## src/rtl/modem_if_pkg.sv

```systemverilog
// shared constants and carrier types for the modem host interface memory
package modem_if_pkg;
  // register indices; byte address is four times the index
  localparam logic [4:0] IDX_VRX_UP = 5'h00;
  localparam logic [4:0] IDX_FIFO_VOL = 5'h01;
  localparam logic [4:0] IDX_LOOP_DET = 5'h02;
  localparam logic [4:0] IDX_PROTO = 5'h04;
  localparam logic [4:0] IDX_SQUELCH = 5'h05;
  localparam logic [4:0] IDX_CHAR = 5'h06;
  localparam logic [4:0] IDX_LOOP_SEND = 5'h08;
  localparam logic [4:0] IDX_VSYNC = 5'h0A;
  localparam logic [4:0] IDX_LINE_DROP = 5'h0B;
  localparam logic [4:0] IDX_HS_A = 5'h0D;
  localparam logic [4:0] IDX_RATE_SEQ = 5'h0E;
  localparam logic [4:0] IDX_LOOP_STAT = 5'h0F;
  localparam logic [4:0] IDX_VTX_UP = 5'h10;
  localparam logic [4:0] IDX_PAR_VOICE = 5'h11;
  localparam logic [4:0] IDX_MODE_CFG = 5'h12;
  localparam logic [4:0] IDX_LINE_CFG = 5'h14;
  localparam logic [4:0] IDX_VRX_LO = 5'h16;
  localparam logic [4:0] IDX_VTX_LO = 5'h17;
  localparam logic [4:0] IDX_MEM_DLO = 5'h18;
  localparam logic [4:0] IDX_MEM_DHI = 5'h19;
  localparam logic [4:0] IDX_MEM_REQ = 5'h1B;
  localparam logic [4:0] IDX_MEM_ALO = 5'h1C;
  localparam logic [4:0] IDX_MEM_AHI = 5'h1D;
  // field positions
  localparam int BIT_TX_QUEUE_HALF_FULL = 2;
  localparam int BIT_VHOLD = 5;
  localparam int BIT_VOL = 6;
  localparam int BIT_STUFF = 0;
  localparam int BIT_RXV = 3;
  localparam int BIT_TXV = 4;
  localparam int BIT_PREP = 2;
  localparam int BIT_ACK = 3;
  localparam int BIT_TERM = 4;
  localparam int BIT_VSYNC = 2;
  localparam int BIT_RX_BUFFER_FULL = 3;
  localparam int BIT_DROP = 1;
  localparam int BIT_SEEN = 0;
  localparam int BIT_PAR_ON = 0;
  localparam int BIT_PAR_STUFF = 1;
  localparam int BIT_FSK = 2;
  localparam int BIT_ASYNC = 3;
  localparam int BIT_REQ = 0;
  localparam int BIT_REQ_WR = 1;
  localparam int BIT_METHOD = 2;
  localparam int BIT_BYTE_HI = 4;
  // reset values
  localparam logic [7:0] PROTO_RST = 8'h20;
  localparam logic [7:0] ZERO_RST = 8'h00;
  // voice configuration codes
  localparam logic [7:0] CFG_VOICE_A = 8'h80;
  localparam logic [7:0] CFG_VOICE_B = 8'h81;
  localparam logic [7:0] CFG_VOICE_C = 8'h83;
  localparam logic [7:0] CFG_VOICE_D = 8'h86;
  // counts and timing
  localparam logic [3:0] FIFO_HALF = 4'h4;
  localparam logic [13:0] PREP_BITS = 14'd2048;
  localparam logic [13:0] ACK_BITS = 14'd1948;
  localparam logic [13:0] TERM_BITS = 14'd8192;
  localparam logic [13:0] TERM_ONES = 14'd64;
  localparam int SCR_TAP_A = 3;
  localparam int SCR_TAP_B = 6;
  localparam int CLK_HZ = 200000000;
  localparam int SAMPLE_HZ = 7200;
  localparam int SAMPLE_DIV = CLK_HZ / SAMPLE_HZ;
  // dsp memory access methods
  typedef enum logic [1:0] {M_8R8W, M_16R8W, M_16R16W, M_DIAG} mem_method_t;
  // request towards dsp memory
  typedef struct packed {
    logic re;
    logic we;
    logic [1:0] be;
    logic [11:0] addr;
    logic [15:0] wdata;
  } dsp_req_t;
endpackage : modem_if_pkg

```

## src/rtl/modem_if_mem.sv

```systemverilog
// host interface memory: registers, voice buffers, loop signalling, dsp ram access
//
// Added by the designer: register access over APB.
`timescale 1ns/10ps
module modem_if_mem
  import modem_if_pkg::*;
#(
  parameter int SAMPLE_CYCLES = SAMPLE_DIV,
  parameter int DETECT_RUN = 64
) (
  // clock and reset
  input wire logic ref_clk,
  input wire logic rst,
  // apb slave
  input wire logic psel,
  input wire logic penable,
  input wire logic pwrite,
  input wire logic [7:0] paddr,
  input wire logic [31:0] pwdata,
  output logic [31:0] prdata,
  output logic pready,
  output logic pslverr,
  // datapath status
  input wire logic [3:0] tx_fifo_level,
  input wire logic [7:0] handshake_a_status,
  input wire logic [7:0] rate_seq_status,
  input wire logic v32_active,
  input wire logic self_echo_sync,
  // character format
  output logic [3:0] char_bits,
  output logic tx_ninth_used,
  output logic tx_ninth_bit,
  // voice
  input wire logic coder_valid,
  input wire logic [15:0] coder_word,
  output logic voice_tx_valid,
  output logic [15:0] voice_tx_word,
  // speaker
  output logic speaker_on,
  output logic [1:0] speaker_level,
  // loop signalling
  input wire logic tx_bit_tick,
  input wire logic rx_bit_tick,
  input wire logic rx_bit,
  output logic loop_tx_active,
  output logic loop_tx_bit,
  // dsp memory
  output dsp_req_t dsp_req,
  input wire logic [15:0] dsp_rdata
);
  typedef enum {LG_IDLE, LG_SCR, LG_ONES, LG_DONE} loop_state_t;
  typedef enum {MEM_IDLE, MEM_ISSUE, MEM_CAPTURE} mem_state_t;

  logic [7:0] vol_ctrl_r, vol_ctrl_nxt, det_en_r, det_en_nxt, proto_r, proto_nxt;
  logic [7:0] squelch_r, squelch_nxt, char_r, char_nxt, send_r, send_nxt;
  logic [7:0] vtx_up_r, vtx_up_nxt, vtx_lo_r, vtx_lo_nxt, pv_r, pv_nxt;
  logic [7:0] mode_cfg_r, mode_cfg_nxt, line_cfg_r, line_cfg_nxt;
  logic [7:0] dlo_r, dlo_nxt, dhi_r, dhi_nxt, mreq_r, mreq_nxt, alo_r, alo_nxt;
  logic [3:0] ahi_r, ahi_nxt;
  logic [15:0] vrx_r, vrx_nxt;
  logic rx_buffer_full_r, rx_buffer_full_nxt, vsync_r, vsync_nxt, first_r, first_nxt, drop_r, drop_nxt;
  logic tx_queue_half_full_r, seen_r, seen_nxt;
  logic [31:0] prdata_r, prdata_nxt;
  logic pready_r, pslverr_r, pslverr_nxt;
  logic [7:0] rd_byte;
  logic rd_hit;
  logic [4:0] idx;
  logic acc, wr, rd;
  logic [15:0] div_r, div_nxt;
  logic [15:0] wait_r, wait_nxt;
  logic tick_r;
  logic voice_cfg, fsk, mem_done;
  mem_state_t mst_r, mst_nxt;
  dsp_req_t dsp_req_r, dsp_req_nxt;
  logic [15:0] vtx_word_r, vtx_word_nxt;
  logic vtx_valid_r, vtx_valid_nxt;
  logic [3:0] char_bits_r;
  logic ninth_used_r, ninth_bit_r, spk_on_r;
  logic [1:0] spk_lvl_r;
  loop_state_t lst_r, lst_nxt;
  logic [6:0] scr_r, scr_nxt, dscr_r, dscr_nxt;
  logic [13:0] lcnt_r, lcnt_nxt;
  logic lbit_r, lbit_nxt, lact_r, lact_nxt;
  logic [6:0] zrun_r, zrun_nxt, orun_r, orun_nxt;
  logic scr_in, scr_out, desc;
  logic [13:0] scr_len;

  assign idx = paddr[6:2];
  assign acc = psel && penable && pready_r;
  assign wr = acc && pwrite;
  assign rd = acc && !pwrite;
  assign fsk = line_cfg_r[BIT_FSK];
  assign voice_cfg = (mode_cfg_r == CFG_VOICE_A) || (mode_cfg_r == CFG_VOICE_B) ||
                     (mode_cfg_r == CFG_VOICE_C) || (mode_cfg_r == CFG_VOICE_D);
  assign mem_done = (mst_r == MEM_CAPTURE);

  // read decode
  always_comb
  begin
    rd_byte = 8'h00;
    rd_hit = 1'b1;
    if (paddr[7] || paddr[1:0] != 2'b00) rd_hit = 1'b0;
    else if (idx == IDX_VRX_UP) rd_byte = vrx_r[15:8];
    else if (idx == IDX_FIFO_VOL) rd_byte = {vol_ctrl_r[7:3], tx_queue_half_full_r, vol_ctrl_r[1:0]};
    else if (idx == IDX_LOOP_DET) rd_byte = det_en_r;
    else if (idx == IDX_PROTO) rd_byte = proto_r;
    else if (idx == IDX_SQUELCH) rd_byte = squelch_r;
    else if (idx == IDX_CHAR) rd_byte = char_r;
    else if (idx == IDX_LOOP_SEND) rd_byte = send_r;
    else if (idx == IDX_VSYNC) rd_byte = 8'(({7'h00, vsync_r} << BIT_VSYNC) |
                                            ({7'h00, rx_buffer_full_r} << BIT_RX_BUFFER_FULL));
    else if (idx == IDX_LINE_DROP) rd_byte = 8'({7'h00, drop_r} << BIT_DROP);
    else if (idx == IDX_HS_A) rd_byte = handshake_a_status;
    else if (idx == IDX_RATE_SEQ) rd_byte = rate_seq_status;
    else if (idx == IDX_LOOP_STAT) rd_byte = 8'({7'h00, seen_r} << BIT_SEEN);
    else if (idx == IDX_VTX_UP) rd_byte = vtx_up_r;
    else if (idx == IDX_PAR_VOICE) rd_byte = pv_r;
    else if (idx == IDX_MODE_CFG) rd_byte = mode_cfg_r;
    else if (idx == IDX_LINE_CFG) rd_byte = line_cfg_r;
    else if (idx == IDX_VRX_LO) rd_byte = vrx_r[7:0];
    else if (idx == IDX_VTX_LO) rd_byte = vtx_lo_r;
    else if (idx == IDX_MEM_DLO) rd_byte = dlo_r;
    else if (idx == IDX_MEM_DHI) rd_byte = dhi_r;
    else if (idx == IDX_MEM_REQ) rd_byte = mreq_r;
    else if (idx == IDX_MEM_ALO) rd_byte = alo_r;
    else if (idx == IDX_MEM_AHI) rd_byte = {4'h0, ahi_r};
    else rd_hit = 1'b0;
  end

  // bus answer and register writes
  always_comb
  begin
    prdata_nxt = prdata_r;
    pslverr_nxt = pslverr_r;
    if (psel && !penable)
    begin
      prdata_nxt = {24'h000000, rd_byte};
      pslverr_nxt = !rd_hit;
    end
    vol_ctrl_nxt = vol_ctrl_r;
    det_en_nxt = det_en_r;
    proto_nxt = proto_r;
    squelch_nxt = squelch_r;
    char_nxt = char_r;
    send_nxt = send_r;
    vtx_up_nxt = vtx_up_r;
    vtx_lo_nxt = vtx_lo_r;
    pv_nxt = pv_r;
    mode_cfg_nxt = mode_cfg_r;
    line_cfg_nxt = line_cfg_r;
    dlo_nxt = dlo_r;
    dhi_nxt = dhi_r;
    mreq_nxt = mreq_r;
    alo_nxt = alo_r;
    ahi_nxt = ahi_r;
    if (wr && rd_hit)
    begin
      if (idx == IDX_FIFO_VOL) vol_ctrl_nxt = pwdata[7:0] & 8'hE0;
      else if (idx == IDX_LOOP_DET) det_en_nxt = pwdata[7:0];
      else if (idx == IDX_PROTO) proto_nxt = pwdata[7:0];
      else if (idx == IDX_SQUELCH) squelch_nxt = pwdata[7:0];
      else if (idx == IDX_CHAR) char_nxt = pwdata[7:0];
      else if (idx == IDX_LOOP_SEND) send_nxt = pwdata[7:0];
      else if (idx == IDX_VTX_UP) vtx_up_nxt = pwdata[7:0];
      else if (idx == IDX_VTX_LO) vtx_lo_nxt = pwdata[7:0];
      else if (idx == IDX_PAR_VOICE) pv_nxt = pwdata[7:0];
      else if (idx == IDX_MODE_CFG) mode_cfg_nxt = pwdata[7:0];
      else if (idx == IDX_LINE_CFG) line_cfg_nxt = pwdata[7:0];
      else if (idx == IDX_MEM_DLO) dlo_nxt = pwdata[7:0];
      else if (idx == IDX_MEM_DHI) dhi_nxt = pwdata[7:0];
      else if (idx == IDX_MEM_REQ) mreq_nxt = pwdata[7:0];
      else if (idx == IDX_MEM_ALO) alo_nxt = pwdata[7:0];
      else if (idx == IDX_MEM_AHI) ahi_nxt = pwdata[3:0];
    end
    if (mem_done && (!mreq_r[BIT_REQ_WR] || mem_method_t'(mreq_r[BIT_METHOD +: 2]) == M_DIAG))
    begin
      // eight-bit parameters land in low data only
      dlo_nxt = dsp_rdata[7:0];
      if (mem_method_t'(mreq_r[BIT_METHOD +: 2]) != M_8R8W) dhi_nxt = dsp_rdata[15:8];
    end
    if (mem_done)
    begin
      // request drops when done, a new write wins
      if (!(wr && idx == IDX_MEM_REQ)) mreq_nxt[BIT_REQ] = 1'b0;
    end
  end

  // voice receive and line status
  always_comb
  begin
    vrx_nxt = vrx_r;
    rx_buffer_full_nxt = rx_buffer_full_r;
    vsync_nxt = vsync_r;
    first_nxt = first_r;
    drop_nxt = drop_r;
    if (rd && idx == IDX_VRX_LO)
    begin
      rx_buffer_full_nxt = 1'b0;
      vsync_nxt = 1'b0;
    end
    if (!pv_r[BIT_RXV]) first_nxt = 1'b1;
    if (coder_valid && pv_r[BIT_RXV] && voice_cfg && !vol_ctrl_r[BIT_VHOLD])
    begin
      vrx_nxt = coder_word;
      rx_buffer_full_nxt = 1'b1;
      first_nxt = 1'b0;
      // first sample raises sync with full
      if (first_r) vsync_nxt = 1'b1;
    end
    if (rd && idx == IDX_LINE_DROP) drop_nxt = 1'b0;
    // self-sync in v32 flags a drop
    if (v32_active && self_echo_sync) drop_nxt = 1'b1;
  end

  // sample divider, voice transmit and dsp memory sequencer
  always_comb
  begin
    div_nxt = (div_r == 16'(SAMPLE_CYCLES - 1)) ? 16'h0000 : div_r + 16'h0001;
    vtx_word_nxt = vtx_word_r;
    vtx_valid_nxt = 1'b0;
    // voice transmit gated by enable and code
    if (tick_r && pv_r[BIT_TXV] && voice_cfg)
    begin
      vtx_word_nxt = {vtx_up_r, vtx_lo_r};
      vtx_valid_nxt = 1'b1;
    end
    mst_nxt = mst_r;
    dsp_req_nxt = '0;
    wait_nxt = 16'h0000;
    if (mst_r == MEM_IDLE && mreq_r[BIT_REQ])
      wait_nxt = (wait_r == 16'hFFFF) ? wait_r : wait_r + 16'h0001;
    case (mst_r)
      MEM_IDLE:
      begin
        // request looked at once per sample
        if (tick_r && mreq_r[BIT_REQ])
        begin
          mst_nxt = MEM_ISSUE;
          dsp_req_nxt.addr = {ahi_r, alo_r};
          dsp_req_nxt.re = 1'b1;
          dsp_req_nxt.wdata = {dlo_r, dlo_r};
          dsp_req_nxt.be = 2'b11;
          // one or two bytes moved per cycle
          case (mem_method_t'(mreq_r[BIT_METHOD +: 2]))
            M_8R8W: dsp_req_nxt.be = 2'b01;
            M_16R8W: dsp_req_nxt.be = mreq_r[BIT_BYTE_HI] ? 2'b10 : 2'b01;
            M_16R16W: dsp_req_nxt.wdata = {dhi_r, dlo_r};
            default: dsp_req_nxt.be = 2'b11;
          endcase
          if (mreq_r[BIT_REQ_WR] && mem_method_t'(mreq_r[BIT_METHOD +: 2]) != M_DIAG)
          begin
            dsp_req_nxt.we = 1'b1;
            dsp_req_nxt.re = 1'b0;
          end
        end
      end
      MEM_ISSUE: mst_nxt = MEM_CAPTURE;
      default: mst_nxt = MEM_IDLE;
    endcase
  end

  // loop signalling generator and detectors
  always_comb
  begin
    lst_nxt = lst_r;
    scr_nxt = scr_r;
    lcnt_nxt = lcnt_r;
    lbit_nxt = lbit_r;
    lact_nxt = lact_r;
    scr_in = !send_r[BIT_PREP];
    scr_len = send_r[BIT_PREP] ? PREP_BITS : (send_r[BIT_ACK] ? ACK_BITS : TERM_BITS);
    scr_out = scr_in ^ scr_r[SCR_TAP_A] ^ scr_r[SCR_TAP_B];
    case (lst_r)
      LG_IDLE:
        if (!fsk && (send_r[BIT_PREP] || send_r[BIT_ACK] || send_r[BIT_TERM]))
        begin
          lst_nxt = LG_SCR;
          lcnt_nxt = 14'h0000;
          scr_nxt = 7'h00;
        end
      LG_SCR:
        if (tx_bit_tick)
        begin
          // prep scrambles zeros; ack scrambles ones
          lbit_nxt = scr_out;
          lact_nxt = 1'b1;
          scr_nxt = {scr_r[5:0], scr_out};
          lcnt_nxt = lcnt_r + 14'h0001;
          if (lcnt_r == scr_len - 14'h0001)
          begin
            lcnt_nxt = 14'h0000;
            lst_nxt = (!send_r[BIT_PREP] && !send_r[BIT_ACK]) ? LG_ONES : LG_DONE;
          end
        end
      LG_ONES:
        if (tx_bit_tick)
        begin
          lbit_nxt = 1'b1;
          lcnt_nxt = lcnt_r + 14'h0001;
          if (lcnt_r == TERM_ONES - 14'h0001) lst_nxt = LG_DONE;
        end
      default:
        if (tx_bit_tick)
        begin
          lact_nxt = 1'b0;
          lbit_nxt = 1'b1;
        end
    endcase
    if (lst_r == LG_DONE && !lact_r && !(send_r[BIT_PREP] || send_r[BIT_ACK] ||
        send_r[BIT_TERM]))
      lst_nxt = LG_IDLE;
    if (fsk)
    begin
      lst_nxt = LG_IDLE;
      lact_nxt = 1'b0;
      lbit_nxt = 1'b1;
    end
    dscr_nxt = dscr_r;
    zrun_nxt = zrun_r;
    orun_nxt = orun_r;
    desc = rx_bit ^ dscr_r[SCR_TAP_A] ^ dscr_r[SCR_TAP_B];
    if (rx_bit_tick)
    begin
      dscr_nxt = {dscr_r[5:0], rx_bit};
      zrun_nxt = desc ? 7'h00 : ((zrun_r == 7'(DETECT_RUN)) ? zrun_r : zrun_r + 7'h01);
      orun_nxt = !desc ? 7'h00 : ((orun_r == 7'(DETECT_RUN)) ? orun_r : orun_r + 7'h01);
    end
    // outside fsk, any enabled detector flags the pattern
    seen_nxt = !fsk && ((det_en_r[0] && zrun_r == 7'(DETECT_RUN)) ||
               ((det_en_r[1] || det_en_r[2]) && orun_r == 7'(DETECT_RUN)));
  end

  always_ff @(posedge ref_clk or posedge rst)
  begin
    if (rst)
    begin
      {vol_ctrl_r, det_en_r, squelch_r, char_r, send_r} <= {5{ZERO_RST}};
      {vtx_up_r, vtx_lo_r, pv_r, mode_cfg_r, line_cfg_r} <= {5{ZERO_RST}};
      {dlo_r, dhi_r, mreq_r, alo_r} <= {4{ZERO_RST}};
      proto_r <= PROTO_RST;
      ahi_r <= 4'h0;
      vrx_r <= 16'h0000;
      {rx_buffer_full_r, vsync_r, drop_r, tx_queue_half_full_r, seen_r, pready_r, pslverr_r} <= 7'h00;
      first_r <= 1'b1;
      prdata_r <= 32'h00000000;
      div_r <= 16'h0000;
      wait_r <= 16'h0000;
      tick_r <= 1'b0;
      mst_r <= MEM_IDLE;
      dsp_req_r <= '0;
      vtx_word_r <= 16'h0000;
      vtx_valid_r <= 1'b0;
      char_bits_r <= 4'h5;
      {ninth_used_r, ninth_bit_r, spk_on_r} <= 3'h0;
      spk_lvl_r <= 2'h0;
      lst_r <= LG_IDLE;
      {scr_r, dscr_r, zrun_r, orun_r} <= 28'h0000000;
      lcnt_r <= 14'h0000;
      lbit_r <= 1'b1;
      lact_r <= 1'b0;
    end
    else
    begin
      {vol_ctrl_r, det_en_r, proto_r, squelch_r} <= {vol_ctrl_nxt, det_en_nxt, proto_nxt,
                                                     squelch_nxt};
      {char_r, send_r, vtx_up_r, vtx_lo_r} <= {char_nxt, send_nxt, vtx_up_nxt, vtx_lo_nxt};
      {pv_r, mode_cfg_r, line_cfg_r} <= {pv_nxt, mode_cfg_nxt, line_cfg_nxt};
      {dlo_r, dhi_r, mreq_r, alo_r, ahi_r} <= {dlo_nxt, dhi_nxt, mreq_nxt, alo_nxt, ahi_nxt};
      {vrx_r, rx_buffer_full_r, vsync_r, first_r, drop_r} <= {vrx_nxt, rx_buffer_full_nxt, vsync_nxt,
                                                    first_nxt, drop_nxt};
      tx_queue_half_full_r <= (tx_fifo_level >= FIFO_HALF);
      seen_r <= seen_nxt;
      prdata_r <= prdata_nxt;
      pslverr_r <= pslverr_nxt;
      pready_r <= psel && !penable;
      div_r <= div_nxt;
      wait_r <= wait_nxt;
      tick_r <= (div_r == 16'(SAMPLE_CYCLES - 1));
      mst_r <= mst_nxt;
      dsp_req_r <= dsp_req_nxt;
      vtx_word_r <= vtx_word_nxt;
      vtx_valid_r <= vtx_valid_nxt;
      char_bits_r <= 4'h5 + {2'b00, char_r[1:0]};
      ninth_used_r <= line_cfg_r[BIT_PAR_ON] && line_cfg_r[BIT_PAR_STUFF] &&
                      line_cfg_r[BIT_ASYNC] && char_r[1:0] == 2'b11;
      ninth_bit_r <= pv_r[BIT_STUFF];
      // zero is off, others are levels
      spk_on_r <= vol_ctrl_r[BIT_VOL +: 2] != 2'b00;
      spk_lvl_r <= vol_ctrl_r[BIT_VOL +: 2];
      {lst_r, scr_r, lcnt_r, lbit_r, lact_r} <= {lst_nxt, scr_nxt, lcnt_nxt, lbit_nxt,
                                                 lact_nxt};
      {dscr_r, zrun_r, orun_r} <= {dscr_nxt, zrun_nxt, orun_nxt};
    end
  end

  assign prdata = prdata_r;
  assign pready = pready_r;
  assign pslverr = pslverr_r;
  assign char_bits = char_bits_r;
  assign tx_ninth_used = ninth_used_r;
  assign tx_ninth_bit = ninth_bit_r;
  assign voice_tx_valid = vtx_valid_r;
  assign voice_tx_word = vtx_word_r;
  assign speaker_on = spk_on_r;
  assign speaker_level = spk_lvl_r;
  assign loop_tx_active = lact_r;
  assign loop_tx_bit = lbit_r;
  assign dsp_req = dsp_req_r;
endmodule : modem_if_mem

```

## config.mk

```make
export PLATFORM = sky130hd
export DESIGN_NAME = modem_if_mem
export DESIGN_NICKNAME = d
export VERILOG_FILES = /design/src/rtl/modem_if_pkg.sv /design/src/rtl/modem_if_mem.sv
export SDC_FILE = /design/constraint.sdc
export NUM_CORES = 1
export LEC_CHECK = 0
export BUFFER_PORTS_ARGS = -buffer_cell sky130_fd_sc_hd__clkbuf_2
export CORE_ASPECT_RATIO = 0.75
export CORE_MARGIN = 2
export CORE_UTILIZATION = 40
export DETAILED_ROUTE_END_ITERATION = 16
export GPL_TIMING_DRIVEN = 1
export MAX_ROUTING_LAYER = met4
export PLACE_DENSITY_LB_ADDON = 0.25
export SYNTH_ARGS = -nofsm -noshare
export SYNTH_HDL_FRONTEND = slang
export SYNTH_SLANG_ARGS = --single-unit
```

## constraint.sdc

```tcl
create_clock -name ref_clk -period 11.1 [get_ports ref_clk]
set_input_delay 0.555 -clock ref_clk [delete_from_list [all_inputs] [get_ports ref_clk]]
set_output_delay 0.555 -clock ref_clk [all_outputs]
set_load 0.05 [all_outputs]
```

==> summary.md <==
| Metric | Value |
|---|---|
| Initial antenna violation count | 2 |
| Maximum vdd drop | roughly 0.11 mV |
| Endpoints failing setup | 0 |
| Area share of the largest cell type after synthesis | 49.7% |
| Critical setup path kind | in -> reg |
| Layout cells sized above 1 | between 20 and 30% |
| RSZ-0062 raised after global routing | no |
| Synth unique cells | 77 |
| P&R area growth vs syn | 15.3% |
| CP required | 11540 ps |
| Gpl congestion | 0.951 |
| Largest net degree at the start of global routing | 128 |
| Total gr overflow | 0 |
| Largest family of logic cells by synthesized area | simple AND/OR/NAND/NOR gates |
| Yosys warnings | 0 |
| Die Footprint | 35400 µm² |
| Final Hold Viols | 0 |
| Fillers | roughly 3100 |
| Setup bufs post-CTS | 0 |
| Synth area leader | dfrtp_1 |
| Die height | 163 µm |
| CTS tree | yes |
| Die W | 216 µm |
| Mapped Cells | 1250 |
| Worst setup SP type | input pin |
| Simple logic cell fraction of the synthesized area | 15.1% |
| Pwr/cell area | 155 nW/µm² |
| Overall global routing resource usage | 22.8% |
| Post-synthesis compound-gate area fraction | 12.0% |
| Post-detail-place hpwl | approximately 28 mm |
| Period utilisation layout | 31.3% |
| First-pass DRT Iterations | 5 |
| Total CTS buffers | 29 |
| First-pass GRT wire length | between 50 and 60 mm |
| Worst r2r src | dlo_r[1]$_DFFE_PP0P_ |
| Pins Over Slew Limit | 0 |
| CTS resizes | 0 |
| Cts hold-fix bufs | 0 |
| CP peak stage delay | between 600 and 700 ps |
| Adder-Cell Fraction of Synth Area | 1.39% |
| Final worst path period need | 3480 ps |
| Total routed wirelength | about 39 mm |
| Routed via count | 10400 |
| Setup_tns | 0 ps |
| # IOs | 197 |
| Slowest CP cell | buf_4 |
| Worst Tran Pin Value | 1100 ps |
| Critical Path Sink Type | flop |
| Total core area | 33500 µm² |
| Initial Utilization | 40.5% |
| Sink Count | 274 |
| Avg WL per Cell | ~21 µm |
| RR Endpoint | prdata[1]$_DFFE_PP0P_ |
| Worst hold margin | 137 ps |
| Fmax | 288 MHz |
| Post-synth EDFFs | 0 |
| Syn Area/Cell | 10.8 µm² |
| Status | finished clean |
| Clock buffer depth | 3 |
| Core Util, Final | 46.7% |
| Max cap viols | 0 |
| Nets | 1496 |
| P_leak | ~7.4 nW |
| Row count | between 50 and 60 |
| Cell chosen for the clock root | clkbuf_16 |
| Crit-path leading delay family | simple AND/OR/NAND/NOR gates |
| Crit path max fanout | approximately 60 |
| Ys async rst share | 100% |
| Routed Antenna Nets | 0 |
| Hold Path Class | in -> async |
| Worst Path Buf+Inv | 2 |
| Worst-Skew Late Latency | around 580 ps |
| Drt drc | 0 |
| PortBufs | about 150 |
| Drt initial violations | 816 |
| R2R setup slack | 8580 ps |
| Htree depth | 1 |
| Crit-path cells | clkbuf_2 > buf_4 > and2b_1 > o22ai_1 > a211o_4 > nor2_1 > nand4_1 > mux2_2 |
| Register area share after synthesis | 50.7% |
| Synth top area cells | dfrtp_1 (50%), mux2_2 (12%), nor2_1 (2.7%) |
| Post-synth top flop | dfrtp_1 |
| Clk pin slew, worst setup/hold paths | 60 ps |
| Mapped Area | between 10000 and 15000 µm² |
| Vias in the first global route | around 9900 |
| FF+latch count, synth | 274 |
| Worst slew margin | 24.7% |
| Worst reg-to-reg path cell count | 6 |
| Synth Area in XOR/XNOR | 2.39% |
| Post-synthesis mux area share | 14.5% |
| Worst path arrival time | 3920 ps |
| Skew final | 20.4 ps |
| Vias per Instance | 5.62 |
layout by cell type (no fill, tap or decap), drive strengths merged, types with 22 or more instances in the layout:
master	count
a21oi	49
and2	27
clkbuf	185
conb	24
dfrtp	269
inv	33
mux2	142
mux2i	36
nand2	87
nand3	30
nand4	23
nor2	97
nor3	22
o21ai	70
power breakdown:
group	leakage, nW	internal, mW	switching (mW)	total, mW
sequential	3.73	1.03	0.0285	1.06
combinational	3.16	0.104	0.233	0.337
clock	0.496	0.598	0.420	1.02
synthesized netlist by cell type (8+ instances only):
cell / count
o211ai_1: 8
and3_1: 11
buf_4: 25
buf_1: 9
o221ai_1: 10
mux2i_1: 36
nand3b_1: 10
a22o_1: 13
a21oi_1: 49
a31oi_1: 9
buf_2: 11
and2_1: 27
clkbuf_1: 39
ha_1: 15
nor2b_1: 20
xor2_1: 17
mux2_2: 142
nor2_1: 97
nand3_1: 26
a221oi_1: 8
xnor2_1: 20
dfrtp_1: 269
o21ai_0: 65
nor3b_1: 8
nand2b_1: 19
nand2_1: 87
nor3_1: 22
inv_1: 30
nand4_1: 23
registers in the layout, summed over array words and instances, names as in the netlist, 14 cells and up:
register and flops:
dsp_req 32, div_r 16, voice_tx_word 16, vrx_r 16, lcnt_r 14
worst max path at each step:
stage | start | to | slack (ps) | depth (start not counted)
6_report | paddr[2] | squelch_r[3]$_DFFE_PP0P_ | 7620 | 8
2_1_floorplan | rst | ahi_r[0]$_DFFE_PP0P_ | 3000 | 1
5_1_grt | paddr[2] | squelch_r[3]$_DFFE_PP0P_ | 7540 | 8
3_3_place_gp | paddr[2] | squelch_r[1]$_DFFE_PP0P_ | 7190 | 8
4_1_cts | paddr[2] | squelch_r[3]$_DFFE_PP0P_ | 7740 | 8
3_5_place_dp | paddr[2] | squelch_r[5]$_DFFE_PP0P_ | 7130 | 8
metal layers:
| layer | global-route usage [%] | wire length [µm] |
|---|---|---|
| met1 | 32.5 | 17900 |
| met2 | 32.2 | 17000 |
| met3 | 5.38 | 3310 |
| met4 | 6.57 | 1120 |
| met5 | - | 0 |
layout make-up:
type | instances | area, µm² | area share, %
Multi-Input combinational cell | 884 | 6230 | 39.9
Tap cell | 450 | 563 | 3.61
Sequential cell | 274 | 6860 | 44.0
Clock buffer | 39 | 833 | 5.34
Clock inverter | 15 | 169 | 1.08
Antenna cell | 2 | 5.00 | 0.0321
Timing Repair Buffer | 158 | 821 | 5.26
Inverter | 31 | 124 | 0.794
stage by stage:
| stage | std cells | area [µm²] | setup slack (ps) | power, mW |
|---|---|---|---|---|
| after detailed placement | 1797 | 14600 | 7130 | 1.41 |
| after global routing | 1852 | 15600 | 7540 | 2.52 |
| after floorplan | 1273 | 13600 | 3000 | 1.32 |
| final | 1853 | 15600 | 7620 | 2.42 |
| after CTS | 1851 | 15600 | 7740 | 2.44 |
| after global placement | 1797 | 14600 | 7190 | 1.41 |
cells by family after synthesis:
kind of cell,after synthesis
AO/OA/AOI/OAI,243
adder cells (fa/ha/maj),15
other,1
XOR/XNOR,37
multiplexers,178
AND/OR/NAND/NOR,387
flip-flops,274
buffers and inverters,115
Note: power is estimated with default switching activity, not from simulation.
